[config.mk]
export PLATFORM = sky130hd
export DESIGN_NAME = dpr_page_access
export DESIGN_NICKNAME = d
export VERILOG_FILES = /design/src/hdl/dpr_page_pkg.sv /design/src/hdl/dpr_page_access.sv
export SDC_FILE = /design/constraint.sdc
export NUM_CORES = 1
export LEC_CHECK = 0
export ABC_AREA = 1
export BUFFER_PORTS_ARGS = -buffer_cell sky130_fd_sc_hd__clkbuf_2
export CAP_MARGIN = 40
export CORE_AREA = 5 5 164 166
export DETAILED_ROUTE_END_ITERATION = 12
export DIE_AREA = 0 0 169 171
export PLACE_DENSITY = 0.8
export SETUP_SLACK_MARGIN = 0.3
export SLEW_MARGIN = 20
export SYNTH_ARGS = -nofsm -noshare
export SYNTH_HDL_FRONTEND = slang
export SYNTH_SLANG_ARGS = --single-unit
[constraint.sdc]
create_clock -name clk_i -period 2.8 [get_ports clk_i]
set_input_delay 0.14 -clock clk_i [delete_from_list [all_inputs] [get_ports clk_i]]
set_output_delay 0.14 -clock clk_i [all_outputs]
set_load 0.03 [all_outputs]
[src/hdl/dpr_page_pkg.sv]
// Constants, types and register map of the paged dual-port RAM access block
package dpr_page_pkg;
  // Register byte offsets on the Wishbone slave
  localparam logic [4:0] OFS_CTRL = 5'h00;
  localparam logic [4:0] OFS_BASE = 5'h04;
  localparam logic [4:0] OFS_ACC1 = 5'h08;
  localparam logic [4:0] OFS_ACC2 = 5'h0C;
  localparam logic [4:0] OFS_CMD = 5'h10;
  localparam logic [4:0] OFS_STATUS = 5'h14;
  localparam logic [4:0] OFS_PAGE = 5'h18;
  localparam logic [4:0] OFS_INTERRUPT_STACK = 5'h1C;
  // CTRL fields
  localparam int CTRL_SUB_HANDLER = 0;
  localparam int CTRL_XFER_HANDLER = 1;
  // CMD fields: opcode in [3:0], signed constant in [31:16]
  localparam int CMD_OP_LSB = 0;
  localparam int CMD_CONST_LSB = 16;
  // STATUS fields
  localparam int ST_BUSY = 0;
  localparam int ST_CC_LOW = 1;
  localparam int ST_CC_HIGH = 2;
  localparam int ST_STOPPED = 3;
  localparam int ST_SUB_ERR = 4;
  localparam int ST_XFER_ERR = 5;
  // INTERRUPT_STACK fields
  localparam int IST_XFER = 0;
  localparam int IST_SUB = 1;
  // Reset values
  localparam logic [7:0] PAGE_RESET = 8'h00;
  localparam logic [1:0] CTRL_RESET = 2'h0;
  // Page window and access limits (20-bit absolute addresses)
  localparam logic [19:0] WIN_LO = 20'hF_F400;
  localparam logic [19:0] WIN_HI_BYTE = 20'hF_FBFF;
  localparam logic [19:0] WIN_HI_WORD = 20'hF_FBFE;
  localparam logic [19:0] WIN_HI_DWORD = 20'hF_FBFC;
  localparam logic [19:0] WIN_HI_TS = 20'hF_FBFF;
  localparam logic [19:0] PAGE_SPAN = 20'h0_0800;
  localparam logic [15:0] PAGE_MAX = 16'h00FF;

  typedef enum logic [3:0] {
    OP_NONE, OP_OPEN_PAGE, OP_BYTE_LOAD, OP_WORD_LOAD, OP_DWORD_LOAD,
    OP_BYTE_STORE, OP_WORD_STORE, OP_DWORD_STORE, OP_TEST_AND_SET
  } op_e;

  typedef enum logic [1:0] {SZ_BYTE, SZ_WORD, SZ_DWORD} size_e;

  // Backplane request towards the dual-port RAM modules
  typedef struct packed {
    logic req;
    logic we;
    logic sel;
    size_e size;
    logic [19:0] addr;
    logic [31:0] wdata;
  } bp_req_s;

  // Backplane answer from the addressed module
  typedef struct packed {
    logic ack;
    logic err;
    logic [31:0] rdata;
  } bp_rsp_s;
endpackage : dpr_page_pkg

[src/hdl/dpr_page_access.sv]
// Paged dual-port RAM access engine with Wishbone register slave
// What this block does
// RQ1 - Access address is base register plus signed 16-bit operation constant.
// RQ2 - Window F F400H to F FBFFH shows one of 256 byte or word pages.
// RQ3 - One page spans at most 2K addresses inside the window.
// RQ4 - Select write and page access run as one locked, uninterruptible sequence.
// RQ5 - Page open copies accumulator low word into page register; valid 0 to 255.
// RQ6 - Every page access first writes the page register to module select registers.
// RQ7 - Page register changes only on page open, nothing else touches it.
// RQ8 - Page number above 255 raises substitution error; handler call or stop.
// RQ9 - Test-and-set uses low byte of addressed word; writes slot id when zero.
// RQ10 - Occupancy read and conditional write form one indivisible locked operation.
// RQ11 - Flags: 00 claimed, high set when own id, low set when other id.
// RQ12 - Sharing CPUs claim with test-and-set and release by writing zero.
// RQ13 - Test-and-set off module or outside window raises transfer error.
// RQ14 - Byte load fills low byte and clears all higher accumulator bits.
// RQ15 - Word load fills low half and clears upper accumulator half.
// RQ16 - Double-word load fills whole accumulator; loads save old value in secondary.
// RQ17 - Stores write low byte, low half or whole primary accumulator.
// RQ18 - Byte to F FBFFH, word to F FBFEH, double word to F FBFCH.
// RQ19 - Out-of-range load or store raises transfer error; handler call or stop.
// RQ20 - Page register clears to zero on reset.
//
// Implementation choices: the address map and the Wishbone register port.
`timescale 1ns/10ps
`default_nettype none
module dpr_page_access (
  // Clock and reset
  input wire logic clk_i,
  input wire logic rst_i,
  // Wishbone slave
  input wire logic cyc_i,
  input wire logic stb_i,
  input wire logic we_i,
  input wire logic [4:0] adr_i,
  input wire logic [3:0] sel_i,
  input wire logic [31:0] dat_i,
  output logic [31:0] dat_o,
  output logic ack_o,
  // Backplane master
  output dpr_page_pkg::bp_req_s bp_o,
  output logic bp_lock_o,
  input wire dpr_page_pkg::bp_rsp_s bp_i,
  // Own slot identifier and error reaction
  input wire logic [7:0] slot_id_i,
  output logic sub_handler_call_o,
  output logic xfer_handler_call_o,
  output logic stopped_o
);
  typedef enum logic [2:0] {S_IDLE, S_SEL, S_ACC, S_TS_WR} state_e;

  state_e state;
  logic [1:0] ctrl;
  logic [19:0] base;
  logic [31:0] acc1;
  logic [31:0] acc2;
  logic [7:0] page;
  dpr_page_pkg::op_e op;
  logic [15:0] cmd_const;
  logic cc_low;
  logic cc_high;
  logic stopped;
  logic sub_err;
  logic xfer_err;
  logic [1:0] interrupt_stack;
  logic [21:0] sum;
  logic wr_hit;
  logic go;
  logic go_bad_page;
  logic go_bad_range;
  logic sub_evt;
  logic xfer_evt;
  logic load_done;
  logic ts_read_done;
  logic [31:0] next_acc1;
  dpr_page_pkg::op_e cmd_op;

  function automatic logic in_window(input logic [21:0] a, input logic [19:0] hi);
    in_window = (a[21:20] == 2'b00) && (a[19:0] >= dpr_page_pkg::WIN_LO) && (a[19:0] <= hi);
  endfunction : in_window

  function automatic logic [19:0] limit_of(input dpr_page_pkg::op_e o);
    case (o)
      dpr_page_pkg::OP_BYTE_LOAD, dpr_page_pkg::OP_BYTE_STORE: limit_of = dpr_page_pkg::WIN_HI_BYTE;
      dpr_page_pkg::OP_WORD_LOAD, dpr_page_pkg::OP_WORD_STORE: limit_of = dpr_page_pkg::WIN_HI_WORD;
      dpr_page_pkg::OP_TEST_AND_SET: limit_of = dpr_page_pkg::WIN_HI_TS;
      default: limit_of = dpr_page_pkg::WIN_HI_DWORD;
    endcase
  endfunction : limit_of

  function automatic dpr_page_pkg::size_e size_of(input dpr_page_pkg::op_e o);
    case (o)
      dpr_page_pkg::OP_BYTE_LOAD, dpr_page_pkg::OP_BYTE_STORE: size_of = dpr_page_pkg::SZ_BYTE;
      dpr_page_pkg::OP_DWORD_LOAD, dpr_page_pkg::OP_DWORD_STORE: size_of = dpr_page_pkg::SZ_DWORD;
      default: size_of = dpr_page_pkg::SZ_WORD;
    endcase
  endfunction : size_of

  // Wishbone write strobe and command decode
  assign wr_hit = cyc_i && stb_i && we_i && !ack_o;
  assign cmd_op = dpr_page_pkg::op_e'(dat_i[dpr_page_pkg::CMD_OP_LSB +: 4]);
  assign go = wr_hit && (adr_i == dpr_page_pkg::OFS_CMD) && (state == S_IDLE) && !stopped
              && (cmd_op != dpr_page_pkg::OP_NONE);
  // Base stays frozen while busy, but the constant comes from dat_i, so the sum is valid only in the command write cycle
  assign sum = {2'b00, base}
               + {{6{dat_i[dpr_page_pkg::CMD_CONST_LSB + 15]}},
                  dat_i[dpr_page_pkg::CMD_CONST_LSB +: 16]}; // [RQ1]
  assign go_bad_page = go && (cmd_op == dpr_page_pkg::OP_OPEN_PAGE)
                       && (acc1[15:0] > dpr_page_pkg::PAGE_MAX); // [RQ8]
  assign go_bad_range = go && (cmd_op != dpr_page_pkg::OP_OPEN_PAGE) // [RQ2] [RQ3]
                        && !in_window(sum, limit_of(cmd_op)); // [RQ18] [RQ13] [RQ19]
  assign sub_evt = go_bad_page;
  assign xfer_evt = go_bad_range
                    || (bp_i.err && bp_o.req && (state != S_IDLE)); // [RQ13] [RQ19]
  assign load_done = (state == S_ACC) && bp_i.ack && !bp_o.we
                     && (op != dpr_page_pkg::OP_TEST_AND_SET);
  assign ts_read_done = (state == S_ACC) && bp_i.ack && (op == dpr_page_pkg::OP_TEST_AND_SET);

  // Wishbone answer: one cycle after the strobe, unmapped offsets read zero
  always_ff @(posedge clk_i) begin
    if (rst_i) begin
      ack_o <= 1'b0;
      dat_o <= 32'h0000_0000;
    end else begin
      ack_o <= cyc_i && stb_i && !ack_o;
      if (cyc_i && stb_i && !we_i && !ack_o) begin
        if (adr_i == dpr_page_pkg::OFS_CTRL) begin
          dat_o <= {30'h0000_0000, ctrl};
        end else if (adr_i == dpr_page_pkg::OFS_BASE) begin
          dat_o <= {12'h000, base};
        end else if (adr_i == dpr_page_pkg::OFS_ACC1) begin
          dat_o <= acc1;
        end else if (adr_i == dpr_page_pkg::OFS_ACC2) begin
          dat_o <= acc2;
        end else if (adr_i == dpr_page_pkg::OFS_CMD) begin
          dat_o <= {cmd_const, 12'h000, op};
        end else if (adr_i == dpr_page_pkg::OFS_STATUS) begin
          dat_o <= {26'h000_0000, xfer_err, sub_err, stopped, cc_high, cc_low,
                    state != S_IDLE};
        end else if (adr_i == dpr_page_pkg::OFS_PAGE) begin
          dat_o <= {24'h00_0000, page};
        end else if (adr_i == dpr_page_pkg::OFS_INTERRUPT_STACK) begin
          dat_o <= {30'h0000_0000, interrupt_stack};
        end else begin
          dat_o <= 32'h0000_0000;
        end
      end
    end
  end

  // Software configuration; base is locked while an operation runs
  always_ff @(posedge clk_i) begin
    if (rst_i) begin
      ctrl <= dpr_page_pkg::CTRL_RESET;
      base <= 20'h0_0000;
    end else if (wr_hit && (adr_i == dpr_page_pkg::OFS_CTRL) && sel_i[0]) begin
      ctrl <= dat_i[1:0];
    end else if (wr_hit && (adr_i == dpr_page_pkg::OFS_BASE) && (state == S_IDLE)) begin
      base <= dat_i[19:0];
    end
  end

  // Page number register: only a valid page open touches it
  always_ff @(posedge clk_i) begin
    if (rst_i) begin
      page <= dpr_page_pkg::PAGE_RESET; // [RQ20]
    end else if (go && (cmd_op == dpr_page_pkg::OP_OPEN_PAGE) && !go_bad_page) begin
      page <= acc1[7:0]; // [RQ5] [RQ7]
    end
  end

  // Accumulators: loads shift the old primary value into the secondary
  always_comb begin
    next_acc1 = bp_i.rdata;
    case (op)
      dpr_page_pkg::OP_BYTE_LOAD: next_acc1 = {24'h00_0000, bp_i.rdata[7:0]}; // [RQ14]
      dpr_page_pkg::OP_WORD_LOAD: next_acc1 = {16'h0000, bp_i.rdata[15:0]}; // [RQ15]
      default: next_acc1 = bp_i.rdata; // [RQ16]
    endcase
  end

  always_ff @(posedge clk_i) begin
    if (rst_i) begin
      acc1 <= 32'h0000_0000;
      acc2 <= 32'h0000_0000;
    end else if (load_done) begin
      acc2 <= acc1; // [RQ16]
      acc1 <= next_acc1;
    end else if (wr_hit && (state == S_IDLE) && (adr_i == dpr_page_pkg::OFS_ACC1)) begin
      acc1 <= dat_i;
    end else if (wr_hit && (state == S_IDLE) && (adr_i == dpr_page_pkg::OFS_ACC2)) begin
      acc2 <= dat_i;
    end
  end

  // Sequencer: select write, then the access, all under one bus lock
  always_ff @(posedge clk_i) begin
    if (rst_i) begin
      state <= S_IDLE;
      op <= dpr_page_pkg::OP_NONE;
      cmd_const <= 16'h0000;
      bp_o <= '0;
      cc_low <= 1'b0;
      cc_high <= 1'b0;
    end else begin
      case (state)
        S_IDLE: begin
          if (go) begin
            op <= cmd_op;
            cmd_const <= dat_i[dpr_page_pkg::CMD_CONST_LSB +: 16];
          end
          if (go && (cmd_op != dpr_page_pkg::OP_OPEN_PAGE) && !go_bad_range) begin
            state <= S_SEL;
            bp_o.req <= 1'b1;
            bp_o.we <= 1'b1;
            bp_o.sel <= 1'b1;
            bp_o.size <= dpr_page_pkg::SZ_BYTE;
            bp_o.addr <= sum[19:0];
            bp_o.wdata <= {24'h00_0000, page}; // [RQ6]
          end
        end
        S_SEL: begin
          if (bp_i.err) begin
            state <= S_IDLE;
            bp_o.req <= 1'b0;
          end else if (bp_i.ack) begin
            state <= S_ACC; // [RQ4]
            bp_o.sel <= 1'b0;
            bp_o.size <= size_of(op);
            bp_o.we <= (op == dpr_page_pkg::OP_BYTE_STORE) || (op == dpr_page_pkg::OP_WORD_STORE)
                       || (op == dpr_page_pkg::OP_DWORD_STORE);
            bp_o.wdata <= (op == dpr_page_pkg::OP_BYTE_STORE) ? {24'h00_0000, acc1[7:0]} :
                          (op == dpr_page_pkg::OP_WORD_STORE) ? {16'h0000, acc1[15:0]} :
                          acc1; // [RQ17]
          end
        end
        S_ACC: begin
          if (bp_i.err) begin
            state <= S_IDLE;
            bp_o.req <= 1'b0;
          end else if (ts_read_done && (bp_i.rdata[7:0] == 8'h00)) begin
            // Keep the high byte of the word intact, claim only the low byte
            state <= S_TS_WR;
            bp_o.we <= 1'b1;
            bp_o.wdata <= {16'h0000, bp_i.rdata[15:8], slot_id_i}; // [RQ9] [RQ10]
            cc_high <= 1'b0;
            cc_low <= 1'b0; // [RQ11]
          end else if (bp_i.ack) begin
            state <= S_IDLE;
            bp_o.req <= 1'b0;
            if (op == dpr_page_pkg::OP_TEST_AND_SET) begin
              cc_high <= (bp_i.rdata[7:0] == slot_id_i); // [RQ11]
              cc_low <= (bp_i.rdata[7:0] != slot_id_i);
            end
          end
        end
        S_TS_WR: begin
          if (bp_i.ack || bp_i.err) begin
            state <= S_IDLE;
            bp_o.req <= 1'b0;
          end
        end
        default: begin
          state <= S_IDLE;
        end
      endcase
    end
  end

  // Lock spans select write and access so no other master slips in between
  assign bp_lock_o = (state != S_IDLE); // [RQ4] [RQ10]

  // Error reaction: handler call when loaded, otherwise stop
  always_ff @(posedge clk_i) begin
    if (rst_i) begin
      sub_handler_call_o <= 1'b0;
      xfer_handler_call_o <= 1'b0;
    end else begin
      sub_handler_call_o <= sub_evt && ctrl[dpr_page_pkg::CTRL_SUB_HANDLER]; // [RQ8]
      xfer_handler_call_o <= xfer_evt && ctrl[dpr_page_pkg::CTRL_XFER_HANDLER]; // [RQ13] [RQ19]
    end
  end

  // Sticky flags; a new event wins over a software clear in the same cycle
  always_ff @(posedge clk_i) begin
    if (rst_i) begin
      stopped <= 1'b0;
      sub_err <= 1'b0;
      xfer_err <= 1'b0;
      interrupt_stack <= 2'b00;
    end else begin
      if (wr_hit && (adr_i == dpr_page_pkg::OFS_STATUS)) begin
        stopped <= stopped && !dat_i[dpr_page_pkg::ST_STOPPED];
        sub_err <= sub_err && !dat_i[dpr_page_pkg::ST_SUB_ERR];
        xfer_err <= xfer_err && !dat_i[dpr_page_pkg::ST_XFER_ERR];
      end
      if (wr_hit && (adr_i == dpr_page_pkg::OFS_INTERRUPT_STACK)) begin
        interrupt_stack <= interrupt_stack & ~dat_i[1:0];
      end
      if (sub_evt) begin
        sub_err <= 1'b1;
        if (!ctrl[dpr_page_pkg::CTRL_SUB_HANDLER]) begin
          stopped <= 1'b1; // [RQ8]
          interrupt_stack[dpr_page_pkg::IST_SUB] <= 1'b1;
        end
      end
      if (xfer_evt) begin
        xfer_err <= 1'b1;
        if (!ctrl[dpr_page_pkg::CTRL_XFER_HANDLER]) begin
          stopped <= 1'b1; // [RQ19]
          interrupt_stack[dpr_page_pkg::IST_XFER] <= 1'b1;
        end
      end
    end
  end

  assign stopped_o = stopped;
endmodule : dpr_page_access
`default_nettype wire

==> results.cfg <==
[critical_path]
crit_path_end_kind = register
path_cells = ha_4 -> inv_2 -> fa_2 -> inv_2 -> ha_4 -> nand2_2 -> nand3b_1 -> nand3_1 -> nor2_1 -> nand2_1 -> nand2_1 -> a21oi_2 -> nand3_4 -> nand2_4 -> nand2_8 -> buf_6 -> o21ai_2 -> nor2_1
start_kind = register
r2r_end = bp_o[17]$_SDFFE_PP0P_
cpPeakStageDelay_ns = 0.54
crit_required_ns = 3.24
crit_path_top_delay_cell = fa_2
rrSetupSlack_ns = -0.08
worstPathArrival_ns = 3.31
cp_top_family = adder cells
reg2reg_depth = 18
cp_num_buf_inv = 3
path_max_fanout = 9
path_class = register to register
r2r-start = base[0]$_SDFFE_PP0P_

[detailed_routing]
drc = 0
drt_wl_total_microns = 39200
drt_iter0_drc = 1150
ant_nets = 0
avgViaCountPerCell = 5.40
post_drt_wl_per_cell_microns = 17.1
num_vias = 12328
dr.pass1.iters = 8

[die]
die_area_sq_um = 28900
num_rows = 59
die_x_microns = 169
core-area_sq_um = 25500
start_util_pct = 43.7
boundaryPins = 182
die_h_microns = 171

[cells_and_area]
final_cell_mix = nand2_1 (370), dfxtp_1 (213), clkbuf_2 (178)
fillers = 2301
final_core_util_pct = 58.0
final_common_cell = nand2_1
drive_gt1_share_pct = 22.9
syn_to_final_growth_pct = 32.6
num-nets-final = 2048
antenna_cells = 0

[synth]
synth_top_area_share_pct = 38.7
synth_area_sq_um = 11100
netlist_instances = 1631
synth_fp_nets = 1748
yosys.area.top_type = dfxtp_1
synth_area_leaders = dfxtp_1 (39%), nand2_1 (13%), o21ai_0 (6.5%)
synthArstFlopShare_pct = 0
synth_ff_type = dfxtp_1
synth-seq-area-share_pct = 38.7
syn_area_per_cell_sq_um = 6.83
synth_edf_count = 0
yosysWarnings = 0
synth-seq-cells = 215
ys_types = 50

[outcome]
violations = setup timing
status = finished with violations

[sta]
fmax_mhz = 348
slew_viol_final = 0
hold_violations = 0
min_period_ns = 2.88
final.setup.worst_slack_ns = -0.0771
tightest_slew_ns = 0.851
tns_ns = -1.97
rsz0062_at_grt = true
period_share_pct = 103
fin_skew_ns = 0.0188
worst_slew_margin_rel_pct = 43.3
final-setup-viol-count = 48

[place]
portBuffers = 178
gp_congestion = 0.980
dp_hpwl_microns = 28800

[grt]
globalRouteTotalUtil_pct = 25.7
grt_pass1_wl_microns = 60400
grt-ovfl-total = 0
grt_pass1_vias = 11670
antenna_found_initial = 0
grt_max_degree = 74

[pwr]
p_seq_share_pct = 34.8
p_per_area_nw_per_um2 = 728
p_clk_share_pct = 30.1
p_sw_mw = 4.13
sw_frac_of_total_pct = 38.4
power.leakage_nw = 6.47
p_int_mw = 6.62
power_mw = 10.7
p_comb_share_pct = 35.1
ir_drop_v = 0.000616

[clock_tree]
clkSlewWorstSetupHoldPaths_ns = 0.06
cts_tree = built
cts-root-buf = clkbuf_16
cts_buffers = 25
clkLatencyLatePin_ns = 0.55
cts.sinks = 215
htreeDepth = 1
max-clock-path-buffers = 3

[job]
cap_violations = 0

[min_path]
hp-start = dat_i[0]
whs_path_depth = 3
min_to = ctrl[0]$_SDFFE_PP0P_
hold_class = input pin to register
-- flip-flops by register name, summed over array words and instances (netlist names), 4 cells and up --
name,cells
acc2,32
page,8
dat_o,32
cmd_const,16
op,4
bp_o,57
base,20
acc1,32
-- routing by layer --
metal  vias up  track usage [%]  wire, microns
met1      5650             32.1          15800
met4         0             9.52           1500
met5         -                0              0
met3        96             4.78           3220
met2       541             44.3          18700
li1       6041                -              -
-- metrics by stage --
step / hold WS, ns / cell area (sq um) / cells / worst slack, ns
final: 0.0166 / 14800 / 2285 / -0.0771
after global routing: 0.0399 / 14800 / 2285 / -0.242
after CTS: 0.00232 / 14500 / 2279 / -0.0834
after detailed placement: 0.433 / 13000 / 2175 / -0.233
after global placement: 0.431 / 13000 / 2175 / -0.142
after floorplan: 0.275 / 11200 / 1631 / 0.150
-- kinds of logic after synthesis --
kind of cell	after synthesis	share of synthesized area (%)
XOR/XNOR	11	0.865
flip-flops	215	38.7
AND/OR/NAND/NOR	692	26.0
adder cells (fa/ha/maj)	29	3.33
AO/OA/AOI/OAI	423	21.8
buffers and inverters	261	9.34
-- power by group through the flow --
stage	combinational, mW	clock (mW)	sequential [mW]
2_1_floorplan	1.94	0	4.21
3_3_place_gp	3.25	0	3.78
3_5_place_dp	3.31	0	3.80
4_1_cts	3.55	3.26	3.74
5_1_grt	4.09	3.41	3.79
6_report	3.77	3.24	3.74
-- Yosys cell counts, types with 2 or more instances --
cell type / n
nor4_4: 2
a31oi_1: 57
nand4_1: 12
a22oi_1: 8
nor3_2: 2
o21bai_1: 2
ha_1: 28
o21ai_0: 145
clkbuf_1: 60
nand3b_1: 4
nand3_1: 57
a21oi_2: 2
a221oi_1: 2
inv_2: 4
buf_6: 7
o21ai_1: 9
buf_2: 5
o22ai_1: 8
o221ai_1: 12
xnor2_1: 10
nor2_1: 181
dfxtp_1: 215
clkinv_1: 3
nor4_1: 8
o211ai_1: 21
nor2_2: 8
and3_1: 2
nor3_1: 20
nand2_4: 2
inv_1: 175
a211oi_1: 10
nand2_1: 388
a21oi_1: 126
buf_1: 6
o2111ai_1: 5
o21a_1: 11
-- worst min-delay path, cell delays in order --
cell and delay [ns]:
clkbuf_2 0.15, o21ai_0 0.17, a21oi_1 0.04
-- worst max path at each step --
stage,from,endpoint,slack (ns),depth (start not counted)
2_1_floorplan,base[0]$_SDFFE_PP0P_,bp_o[30]$_SDFFE_PP0P_,0.15,18
3_3_place_gp,base[0]$_SDFFE_PP0P_,bp_o[29]$_SDFFE_PP0P_,-0.14,18
3_5_place_dp,base[0]$_SDFFE_PP0P_,bp_o[26]$_SDFFE_PP0P_,-0.23,20
4_1_cts,base[0]$_SDFFE_PP0P_,bp_o[55]$_SDFFE_PP0P_,-0.08,19
5_1_grt,base[0]$_SDFFE_PP0P_,bp_o[0]$_SDFFE_PP0P_,-0.24,20
6_report,base[0]$_SDFFE_PP0P_,bp_o[17]$_SDFFE_PP0P_,-0.08,18
-- what timing repair did --
| action | 4_1_cts | 5_1_grt |
|---|---|---|
| endpoints found under the setup margin | 76 | 87 |
| gates resized for setup | 49 | 51 |
| cloned | 2 | 1 |
| pin swaps | 23 | 12 |
| endpoints found under the hold margin | 63 | 0 |
| buffers inserted | 4 | 3 |
| hold buffers | 52 | 0 |
-- layout make-up --
| type | count | area (sq um) | share of cell area, % |
|---|---|---|---|
| clock buffer | 31 | 678 | 4.59 |
| clock inverter | 15 | 138 | 0.932 |
| inverter | 183 | 693 | 4.69 |
| multi-input combinational | 1155 | 6110 | 41.4 |
| sequential | 215 | 4310 | 29.2 |
| tap | 335 | 419 | 2.84 |
| timing repair buffer | 351 | 2420 | 16.4 |
Power figures use the tool's default switching activity.
